[src/ppw_pkg.sv]
// package for the parallel port write register block
// assumes an APB slave with 32-bit data, registers on aligned words
package ppw_pkg;
    // printed register indices; byte address is four times the index
    localparam logic [2:0] IDX_HS_SET = 3'h0;
    localparam logic [2:0] IDX_IF_RESET = 3'h1;
    localparam logic [2:0] IDX_EXT_MASK = 3'h2;
    localparam logic [2:0] IDX_IRQ_DMA = 3'h3;
    localparam logic [2:0] IDX_OUT_HIGH = 3'h4;
    localparam logic [2:0] IDX_OUT_LOW = 3'h5;
    localparam logic [2:0] IDX_UNDEF = 3'h6;
    localparam logic [2:0] IDX_CTL_DRIVE = 3'h7;
    // extra registers outside the printed map
    localparam logic [3:0] IDX_EVT_STATUS = 4'h8;
    localparam logic [3:0] IDX_EVT_MASK = 4'h9;
    localparam logic [3:0] IDX_PERIPH = 4'ha;
    localparam int ADDR_W = 6;
    localparam int IDX_LSB = 2;
    // field positions
    localparam int EXT_EN_BIT = 0;
    localparam int GIE_BIT = 7;
    localparam int IRQ_REQ_BIT = 6;
    localparam int DMA_LSB = 0;
    localparam int DMA_MSB = 3;
    localparam int LVL_LSB = 4;
    localparam int CONTROL_OUT_ONE_BIT = 5;
    localparam int CONTROL_OUT_ZERO_BIT = 4;
    // event bits
    localparam int EV_READY = 0;
    localparam int EV_EXT = 1;
    localparam int EV_W = 2;
    localparam logic [7:0] BYTE_RST = 8'h00;
    localparam logic [EV_W-1:0] EV_RST = 2'h0;
    typedef struct packed {
        logic [7:0] ext_mask;
        logic [7:0] irq_dma;
        logic [15:0] out_word;
        logic [7:0] ctl_drive;
    } ppw_regs_t;
endpackage : ppw_pkg

[src/ppw_apb_dec.sv]
// apb address decode and write/read strobes for the write register block
// assumes apb master timing; slave answers with zero wait states
module ppw_apb_dec (
    input wire logic psel,
    input wire logic penable,
    input wire logic pwrite,
    input wire logic [ppw_pkg::ADDR_W-1:0] paddr,
    output logic wr_en,
    output logic rd_en,
    output logic [3:0] idx,
    output logic mapped
);
    assign idx = paddr[ppw_pkg::ADDR_W-1:ppw_pkg::IDX_LSB];
    // indices 0..10 are mapped; others answer slverr
    assign mapped = (idx <= ppw_pkg::IDX_PERIPH);
    assign wr_en = psel & penable & pwrite & mapped;
    assign rd_en = psel & penable & ~pwrite & mapped;
endmodule : ppw_apb_dec

[src/ppw_top.sv]
// parallel port write registers behind an apb slave
// assumes peripheral lines synchronous to clock; one clock domain
// Operation
// write reg 0 sets handshake request line
// write reg 1 resets whole interface
// reg 2 bit 0 enables external interrupt
// reg 3 bit 7 global interrupt enable
// reg 3 bits 3..0 control dma
// reg 4 loads output bits 15..8
// reg 5 loads output bits 7..0
// reg 6 writes have no effect
// reg 7 bits 5,4 drive controls inverted
// read reg 0 shows interface ready
// read reg 3 shows irq, dma state
// host writes high byte before low
module ppw_top (
    input wire logic clock,
    input wire logic rst_n,
    input wire logic psel,
    input wire logic penable,
    input wire logic pwrite,
    input wire logic [ppw_pkg::ADDR_W-1:0] paddr,
    input wire logic [31:0] pwdata,
    output logic [31:0] prdata,
    output logic pready,
    output logic pslverr,
    input wire logic peripheral_flag,
    input wire logic external_interrupt_line,
    input wire logic [1:0] level_switches,
    output logic handshake_request_line,
    output logic [15:0] out_word,
    output logic control_out_zero,
    output logic control_out_one,
    output logic [3:0] dma_enable,
    output logic card_irq,
    output logic irq
);
    ppw_pkg::ppw_regs_t regs_reg, regs_next;
    logic hs_reg, hs_next;
    logic [ppw_pkg::EV_W-1:0] ev_stat_reg, ev_stat_next;
    logic [ppw_pkg::EV_W-1:0] ev_mask_reg, ev_mask_next;
    logic ready_q_reg;
    logic [31:0] rdata_reg, rdata_next;
    logic wr_en, rd_en, mapped;
    logic [3:0] idx;
    logic [7:0] wbyte;

    ppw_apb_dec u_dec (
        .psel(psel),
        .penable(penable),
        .pwrite(pwrite),
        .paddr(paddr),
        .wr_en(wr_en),
        .rd_en(rd_en),
        .idx(idx),
        .mapped(mapped)
    );

    function automatic logic hit(input logic [3:0] i, input logic [2:0] r);
        hit = (i == {1'b0, r});
    endfunction : hit

    assign wbyte = pwdata[7:0];
    assign pready = psel & penable;
    assign pslverr = psel & penable & ~mapped;

    // any data sets line
    wire wr_hs = wr_en & hit(idx, ppw_pkg::IDX_HS_SET);
    // data ignored, full reset
    wire wr_rst = wr_en & hit(idx, ppw_pkg::IDX_IF_RESET);
    wire wr_mask = wr_en & hit(idx, ppw_pkg::IDX_EXT_MASK);
    wire wr_idma = wr_en & hit(idx, ppw_pkg::IDX_IRQ_DMA);
    wire wr_hi = wr_en & hit(idx, ppw_pkg::IDX_OUT_HIGH);
    wire wr_lo = wr_en & hit(idx, ppw_pkg::IDX_OUT_LOW);
    wire wr_ctl = wr_en & hit(idx, ppw_pkg::IDX_CTL_DRIVE);
    wire wr_est = wr_en & (idx == ppw_pkg::IDX_EVT_STATUS);
    wire wr_emk = wr_en & (idx == ppw_pkg::IDX_EVT_MASK);
    // ready: peripheral idle and no request outstanding
    wire if_ready = ~hs_reg & ~peripheral_flag;
    // external line gated by its enable
    wire ext_req = external_interrupt_line
        & regs_reg.ext_mask[ppw_pkg::EXT_EN_BIT];
    // global enable gates card request
    assign card_irq = ext_req & regs_reg.irq_dma[ppw_pkg::GIE_BIT];
    wire ready_rise = if_ready & ~ready_q_reg;

    always_comb begin
        regs_next = regs_reg;
        // only bit 0 kept
        if (wr_mask)
            regs_next.ext_mask = {7'h00, wbyte[ppw_pkg::EXT_EN_BIT]};
        // bit 7 kept, 6..4 unused
        // dma bits 3..0 kept
        if (wr_idma)
            regs_next.irq_dma = {wbyte[ppw_pkg::GIE_BIT], 3'h0,
                wbyte[ppw_pkg::DMA_MSB:ppw_pkg::DMA_LSB]};
        // upper output byte
        if (wr_hi)
            regs_next.out_word[15:8] = wbyte;
        // lower output byte
        if (wr_lo)
            regs_next.out_word[7:0] = wbyte;
        // only bits 5 and 4 kept
        if (wr_ctl)
            regs_next.ctl_drive = {2'h0, wbyte[ppw_pkg::CONTROL_OUT_ONE_BIT],
                wbyte[ppw_pkg::CONTROL_OUT_ZERO_BIT], 4'h0};
        // undefined slot stores nothing
    end

    // set by strobe, cleared by peripheral answer
    assign hs_next = wr_hs | (hs_reg & ~peripheral_flag);

    // set wins over write-one-to-clear
    always_comb begin
        ev_stat_next = ev_stat_reg;
        if (wr_est)
            ev_stat_next = ev_stat_reg & ~pwdata[ppw_pkg::EV_W-1:0];
        if (ready_rise)
            ev_stat_next[ppw_pkg::EV_READY] = 1'b1;
        if (card_irq)
            ev_stat_next[ppw_pkg::EV_EXT] = 1'b1;
    end
    assign ev_mask_next = wr_emk ? pwdata[ppw_pkg::EV_W-1:0] : ev_mask_reg;

    always_comb begin
        rdata_next = 32'h0;
        unique case (idx)
            // ready flag
            {1'b0, ppw_pkg::IDX_HS_SET}: rdata_next = {31'h0, if_ready};
            // irq/dma status byte
            {1'b0, ppw_pkg::IDX_IRQ_DMA}: rdata_next = {24'h0,
                regs_reg.irq_dma[ppw_pkg::GIE_BIT],
                card_irq, level_switches,
                regs_reg.irq_dma[ppw_pkg::DMA_MSB:ppw_pkg::DMA_LSB]};
            ppw_pkg::IDX_EVT_STATUS: rdata_next = {30'h0, ev_stat_reg};
            ppw_pkg::IDX_EVT_MASK: rdata_next = {30'h0, ev_mask_reg};
            ppw_pkg::IDX_PERIPH: rdata_next = {30'h0, handshake_request_line,
                peripheral_flag};
            default: rdata_next = 32'h0;
        endcase
    end
    assign prdata = rdata_reg;

    always_ff @(posedge clock) begin
        // reset strobe acts like rst_n
        if (!rst_n || wr_rst) begin
            regs_reg <= '0;
            hs_reg <= 1'b0;
            ev_stat_reg <= ppw_pkg::EV_RST;
            ev_mask_reg <= ppw_pkg::EV_RST;
            ready_q_reg <= 1'b0;
        end else begin
            regs_reg <= regs_next;
            hs_reg <= hs_next;
            ev_stat_reg <= ev_stat_next;
            ev_mask_reg <= ev_mask_next;
            ready_q_reg <= if_ready;
        end
    end

    // read data registered at setup so it is valid in the access phase
    always_ff @(posedge clock) begin
        if (!rst_n)
            rdata_reg <= 32'h0;
        else if (psel & ~penable)
            rdata_reg <= rdata_next;
    end

    assign handshake_request_line = hs_reg;
    assign out_word = regs_reg.out_word;
    // one drives low
    assign control_out_one = ~regs_reg.ctl_drive[ppw_pkg::CONTROL_OUT_ONE_BIT];
    assign control_out_zero = ~regs_reg.ctl_drive[ppw_pkg::CONTROL_OUT_ZERO_BIT];
    // dma enables out
    assign dma_enable = regs_reg.irq_dma[ppw_pkg::DMA_MSB:ppw_pkg::DMA_LSB];
    assign irq = |(ev_stat_reg & ev_mask_reg);
endmodule : ppw_top

[config.mk]
export PLATFORM = sky130hd
export DESIGN_NAME = ppw_top
export DESIGN_NICKNAME = d
export VERILOG_FILES = /design/src/ppw_pkg.sv /design/src/ppw_apb_dec.sv /design/src/ppw_top.sv
export SDC_FILE = /design/constraint.sdc
export NUM_CORES = 1
export LEC_CHECK = 0
export BUFFER_PORTS_ARGS = -buffer_cell sky130_fd_sc_hd__clkbuf_2
export CORE_MARGIN = 4
export CORE_UTILIZATION = 45
export CTS_CLUSTER_SIZE = 25
export DETAILED_ROUTE_END_ITERATION = 10
export PLACE_DENSITY = 0.85
export SYNTH_ARGS = -nofsm -noshare
export SYNTH_HDL_FRONTEND = slang
export SYNTH_HIERARCHICAL = 1
export SYNTH_SLANG_ARGS = --single-unit
[constraint.sdc]
create_clock -name clock -period 2.6 [get_ports clock]
set_clock_uncertainty 0.15 [all_clocks]
set_input_delay 0.52 -clock clock [delete_from_list [all_inputs] [get_ports clock]]
set_output_delay 0.52 -clock clock [all_outputs]
set_load 0.02 [all_outputs]
* After elaboration in Yosys (flattened, before gate mapping)
Index checks and enable logic that the tools add are counted.
** Storage, ports and cells
- Bits in read-only memories :: 0
- Word-level logic and storage cells :: 61
- Register bits after elaboration :: 62
- RAM bits :: 0
- Bits in latches :: 0
- Memories :: 0
** Operators by class
- Mux-type cells :: 4
- Eq/ne operators :: 9
- Add/subtract/negate cells :: 0
- Order comparisons :: 1
- Bitwise gates (word level) :: 30
- Div/mod/pow operators :: 0
- $mul :: 0
- Shift operators :: 0
- Reduce and logical (&&, ||, !) cells :: 6
** Operators with widths (count)
- $pmux 8 s5 :: 1
- $and 1x1->1 :: 19
- $eq 4x3->1 const B :: 3
- $eq 4x4->1 const B :: 3
- $eq 4x2->1 const B :: 2
- $not 1->1 :: 7
- $and 2x2->2 :: 2
- $eq 4x1->1 const B :: 1
- $le 4x4->1 const B :: 1
- $logic_not 4->1 :: 1
- $reduce_bool 2->1 :: 2
- $mux 1 :: 2
- $mux 2 :: 1
- $not 2->2 :: 1
- $reduce_or 2->1 :: 1
- $logic_not 1->1 :: 1
- $logic_or 1x1->1 :: 1
- $or 1x1->1 :: 1

* Depth between registers and ports, before layout
Gate-level depths: netlist of run 1.
- Word-level depth :: 6
- Depth in mapped cells :: 7

* Modules after synthesis
Netlist of run 1, hierarchy kept.
** By module, submodules not included
- ppw_top :: area each 1965.6 µm², cells an instance 213, sequential area each 760.7 µm², instances 1
- ppw_apb_dec :: area each 67.6 µm², cells an instance 10, sequential area each 0.0 µm², instances 1

* Worst setup path before layout of run 1
OpenSTA, ideal clock, no wires.
- Path kind :: input to register
- Start :: in paddr[2] in the netlist's numbering
- End :: reg regs_reg (netlist bit out_word[10])
- Library setup time :: 0.115 ns
- Path slack :: 0.425 ns
- Data required time :: 2.335 ns
- Stages on the path :: 6
- Data arrival time :: 1.909 ns
- Path through :: a21o_1 > a21oi_1 > nand3b_1 > o31ai_4 > buf_4 > nor2_1
** Between the ends
- Longest elaborated chain between the ends :: 4
- Elaborated cells on any way between the ends :: 7
- Those cells by class :: order compare (1); eq/ne (2); bitwise (3); reduce/logical (1)
** Ends and longest elaborated chain
- from (decl) :: RTL line ppw_top.sv:22 : input wire logic [ppw_pkg::ADDR_W-1:0] paddr,
- $le 4x4->1 * :: RTL line ppw_apb_dec.sv:15 : assign mapped = (idx <= ppw_pkg::IDX_PERIPH);
- $and 1x1->1 * :: RTL line ppw_apb_dec.sv:16 : assign wr_en = psel & penable & pwrite & mapped;
- net wr_en :: RTL line ppw_top.sv:44 : logic wr_en, rd_en, mapped;
- $and 1x1->1 :: RTL line ppw_top.sv:70 : wire wr_rst = wr_en & hit(idx, ppw_pkg::IDX_IF_RESET);
- $logic_or 1x1->1 :: RTL line ppw_top.sv:146 : if (!rst_n || wr_rst) begin
- to (signal assigned) :: RTL line ppw_top.sv:153 : regs_reg <= regs_next;
- to (decl) :: RTL line ppw_top.sv:38 : ppw_pkg::ppw_regs_t regs_reg, regs_next;
The timed path passes the listed nets; every way through them passes the cells marked *.
A chain may end at the register's enable or synchronous reset.

* Final worst setup path of run 1
- Start :: in paddr[2] in the netlist's numbering
- End :: reg regs_reg (netlist bit dma_enable[3])
The elaborated chain is that of the path after synthesis.

==> qor.yml, run 1 <==
run_status:
  outcome: "complete, no violations"
die:
  start_util_pct: 46.3
  fp.dieH_um: 75.0
  io_pins: 106
  core_um2: 4350
  dieArea_um2: 5620
  rows: 24
  die_w_um: 75.0
placed_design:
  dp_slack_ns: 0.264
  globalplace.congestion: 0.836
  hpwl_um: 2960
  io_buffers: 55
power_and_ir_drop:
  pwr-share-clk_pct: 35.6
  p_per_area_nw_per_um2: 508
  combPwrFrac_pct: 10.9
  switchingPower_mw: 0.273
  finalPower_mw: 1.10
  p_leak_nw: 0.977
  peakVddDrop_mv: 0.168
  p_sw_share_pct: 24.9
  intPower_mw: 0.825
  seqPwrFrac_pct: 53.6
sta:
  fin_crit_ns: 2.05
  setup_ws_ns: 0.554
  relSlewSlack_pct: 61.7
  grt_setup_unrepaired: "no"
  min_period_over_period_pct: 78.7
  setup_violations: 0
  final_max_slew_viol_count: 0
  max_freq_mhz: 489
  finalSetupTns_ns: 0
  hold_viol: 0
  worst_pin_slew_ns: 0.570
global_route:
  grt_max_degree: 29
  grt_pass1_wl_um: 6440
  grt_pass1_vias: 1464
  grt_overflow: 0
  antenna_found_initial: 0
  grt_usage_pct: 14.9
route:
  ant_nets: 0
  route.detailed.drc: 0
  vias_per_cell: 4.90
  wl_um: 3850
  num_vias: 1499
  drt_iter0_markers: 71
  first_pass_iters: 4
  wl_per_cell_um: 12.6
yosys:
  synth_warnings: 6
  syn_inst: 221
  netlist_area_um2: 2020
  synth_area_per_cell_um2: 9.13
cells_and_area:
  fin_nets: 302
  area_delta_synth_final_pct: 7.20
  largest_reg_flops: 16
  drive_above_1_share_pct: 28.3
  diodes: 0
worst_setup_path:
  crit_fanout: 5
  rr_startpoint: "handshake_request_line$_SDFF_PP0_"
  crit_type: "in -> reg"
  critPathLaunch: "paddr[2]"
  critPathLaunchType: "input pin"
  crit_required_ns: 2.61
  arrival_ns: 2.06
  cp-end-kind: "flop"
clocking:
  clk_latency_ns: 0.28
  cts.clk_slew.worst_paths_ns: 0.07
  clock_sinks: 38
  post_cts_buffers: 0
  cts.path.max_buffers: 2
  clock-root-buffer: "clkbuf_8"
  cts_resized: 0
  htreeDepth: 2
  hold_buffers: 0
  cts_tree: "built"
  cts_buffers: 5
hold_path:
  min_path_type: "reg -> reg"
  hp-start: "prdata[0]$_SDFFE_PN0P_"
flow_run:
  drv_cap: 0
## cells in the final DEF, fill, tap and decap left out, drive strengths merged, types with 3 or more instances in the layout
cell,count
a21oi,5
a22oi,7
buf,6
clkbuf,61
conb,24
dfxtp,38
inv,3
mux2i,25
nand2,7
nand2b,3
nand3,3
nand4,4
nor2,29
nor2b,9
nor3,5
o21ai,4
## through the flow
step           util (%)  cell area [um2]  hold slack, ns  instances
5_1_grt            49.7             2160           0.319        306
3_5_place_dp       47.8             2080           0.303        300
6_report           49.7             2160           0.313        306
3_3_place_gp       47.8             2080           0.295        300
2_1_floorplan         -             2100           0.304        244
4_1_cts            49.7             2160           0.308        306
## final timing paths
check                           cells after the start                    endpoint  slack, ns
worst max-delay path                                8  dma_enable[3]$_SDFFE_PP0P_       0.55
worst min-delay path                                2      prdata[0]$_SDFFE_PN0P_       0.31
worst max register to register                      4      prdata[1]$_SDFFE_PN0P_       1.25
worst min register to register                      2      prdata[0]$_SDFFE_PN0P_       0.31
## layout make-up
class | instances | area [um2]
multi-input combinational | 146 | 922
fill | 426 | 2190
clock buffer | 6 | 82.6
tap | 52 | 65.1
sequential | 38 | 761
inverter | 3 | 11.3
timing repair buffer | 61 | 320
## worst max-delay path, stage by stage
cell and delay, ns:
clkbuf_2 0.09, a21o_1 0.18, a21oi_1 0.26, buf_4 0.19
nand3_1 0.17, nor3_4 0.35, mux2i_1 0.24, nor2_1 0.06
## layer usage
layer | share of wire [%] | vias to the layer above | global-route usage, %
met5 | 0 | - | 0
met4 | 1.7 | 0 | 5.53
met3 | 7.0 | 10 | 6.01
met2 | 51 | 50 | 25.4
met1 | 40 | 689 | 16.7
li1 | - | 750 | -
## power by group through the flow
stage	clock network (mW)	registers, mW	logic [mW]
global route	0.425	0.588	0.132
finish	0.390	0.588	0.119
global placement	0	0.601	0.117
floorplan	0	0.601	0.116
detailed placement	0	0.601	0.119
CTS	0.406	0.588	0.119
Power figures use the tool's default switching activity.
==> run 2: changes to the inputs <==
--- a/config.mk
+++ b/config.mk
@@ -7,10 +7,10 @@
 export LEC_CHECK = 0
 export BUFFER_PORTS_ARGS = -buffer_cell sky130_fd_sc_hd__clkbuf_2
 export CORE_MARGIN = 4
-export CORE_UTILIZATION = 45
+export CORE_UTILIZATION = 41
 export CTS_CLUSTER_SIZE = 25
 export DETAILED_ROUTE_END_ITERATION = 10
-export PLACE_DENSITY = 0.85
+export PLACE_DENSITY = 0.82
 export SYNTH_ARGS = -nofsm -noshare
 export SYNTH_HDL_FRONTEND = slang
 export SYNTH_HIERARCHICAL = 1
==> constraint.sdc (replaced) <==
create_clock -name clock -period 1.8 [get_ports clock]
set_clock_uncertainty 0.15 [all_clocks]
set_input_delay 0.36 -clock clock [delete_from_list [all_inputs] [get_ports clock]]
set_output_delay 0.36 -clock clock [all_outputs]
set_load 0.02 [all_outputs]
==> run 2 against run 1 <==
Via count rose by 1.5%. Final cell count grew 8.8%. Die area grew 8.7%. Wire length increased by 3.2%. Non-clock buffer count grew 10.
==> qor.yml, run 2 (same netlist as run 1, synthesis figures left out) <==
placed_design:
  dp_slack_ns: -0.170  # was 0.264 ns
  globalplace.congestion: 0.785  # was 0.836
  dp.cells: 325  # was 300
  postPlaceCellArea_um2: 2230  # was 2080 um2
  io_buffers: 55  # unchanged
  hpwl_um: 3100  # was 2960 um
sta:
  relSlewSlack_pct: 66.7  # was 61.7%
  worst_pin_slew_ns: 0.499  # was 0.570 ns
  finalSetupTns_ns: 0  # unchanged
  max_freq_mhz: 595
  setup_ws_ns: 0.119  # was 0.554 ns
  grt_setup_unrepaired: "no"  # unchanged
  timing.hold.ws_ns: 0.183  # was 0.313 ns
  hold_viol: 0  # unchanged
  min_period_over_period_pct: 93.4
  fin_crit_ns: 1.68
  setup_violations: 0  # unchanged
  final_max_slew_viol_count: 0  # unchanged
route:
  dr_wl_met2_um: 1930  # was 1960 um
  drt_iter0_markers: 47  # was 71
  top_layer: "met4"  # unchanged
  wl_met3_um: 338  # was 270 um
  vias_per_cell: 4.57  # was 4.90
  first_pass_iters: 4  # unchanged
  ant_nets: 0  # unchanged
  wl_um: 3970  # was 3850 um
  num_vias: 1521  # was 1499
  route.detailed.drc: 0  # unchanged
  wirelength_met1_um: 1670  # was 1550 um
  wl_per_cell_um: 11.9  # was 12.6 um
cells_and_area:
  post_layout_nonfiller_instances: 333  # was 306
  diodes: 0  # unchanged
  fin_nets: 312  # was 302
  final_common_cell: "clkbuf_2"  # unchanged
  area_delta_synth_final_pct: 15.9  # was 7.20%
  final_cell_mix: "55 x clkbuf_2, 38 x dfxtp_1, 28 x nor2_1"  # unchanged
  drive_above_1_share_pct: 32.0  # was 28.3%
  post-route-util_pct: 49.2  # was 49.7%
  largest_reg_flops: 16  # unchanged
  design_area_um2: 2340  # was 2160 um2
flow_run:
  drv_cap: 0  # unchanged
die:
  core_um2: 4750  # was 4350 um2
  dieArea_um2: 6110  # was 5620 um2
  io_pins: 106  # unchanged
  start_util_pct: 42.4  # was 46.3%
  rows: 25  # was 24
  die_w_um: 78.1  # was 75.0 um
  fp.dieH_um: 78.1  # was 75.0 um
global_route:
  grt_overflow: 0  # unchanged
  grt_max_degree: 29  # unchanged
  grt_usage_pct: 13.3  # was 14.9%
  grt_pass1_vias: 1400  # was 1464
  antenna_found_initial: 0  # unchanged
  grt_pass1_wl_um: 6440  # unchanged
clocking:
  clock_sinks: 38  # unchanged
  post_cts_buffers: 0  # unchanged
  htreeDepth: 2  # unchanged
  cts_buffers: 5  # unchanged
  cts_resized: 0  # unchanged
  cts_tree: "built"  # unchanged
  cts.clk_slew.worst_paths_ns: 0.06  # was 0.07 ns
  clock-root-buffer: "clkbuf_8"  # unchanged
  cts.path.max_buffers: 2  # unchanged
  hold_buffers: 0  # unchanged
  clk_latency_ns: 0.28  # about the same
worst_setup_path:
  arrival_ns: 1.69  # was 2.06 ns
  crit_required_ns: 1.81  # was 2.61 ns
  crit_fanout: 28  # was 5
  crit_type: "in -> reg"  # unchanged
  reg2reg_slack_ns: 0.44  # was 1.25 ns
  cp-end-kind: "flop"  # unchanged
  critPathLaunchType: "input pin"  # unchanged
power_and_ir_drop:
  p_leak_nw: 1.04  # was 0.977 nW
  finalPower_mw: 1.69  # was 1.10 mW
  p_per_area_nw_per_um2: 724  # was 508 nW/um2
  peakVddDrop_mv: 0.682  # was 0.168 mV
hold_path:
  min_path_type: "in -> reg"  # was reg -> reg
run_status:
  outcome: "complete, no violations"  # unchanged
==> run 2: layout make-up <==
type                    instances  area [um2]
inverters                       3        11.3
repair buffers                 71         445
clock buffers                   8         110
fillers                       471        2420
flip-flops and latches         38         761
multi-input cells             146         926
well taps                      67        83.8
==> run 2: path summary, 6_finish.rpt <==
| kind | end | cells after the start | start |
|---|---|---|---|
| worst min-delay path | ready_q_reg$_SDFF_PP0_ | 2 | peripheral_flag |
| worst max register to register | prdata[1]$_SDFFE_PN0P_ | 4 | handshake_request_line$_SDFF_PP0_ |
| worst min register to register | prdata[0]$_SDFFE_PN0P_ | 2 | prdata[0]$_SDFFE_PN0P_ |
| worst max-delay path | ready_q_reg$_SDFF_PP0_ | 7 | paddr[3] |
==> run 2: worst max-delay path, cell delays in order <==
cell,delay (ns)
clkbuf_2,0.09
a21o_1,0.19
a21oi_2,0.21
nand3b_1,0.25
o31ai_4,0.31
buf_12,0.20
nor3_1,0.06
==> run 2: layer usage <==
layer,up-vias,global-route usage [%]
li1,773,-
met1,687,16.4
met2,56,22.0
met3,5,4.01
met4,0,4.37
met5,-,0
==> run 2: power breakdown <==
part | switching, mW | leakage [nW] | internal (mW)
Combinational | 0.126 | 0.679 | 0.0609
Sequential | 0.00302 | 0.307 | 0.846
Clock | 0.271 | 0.0575 | 0.386
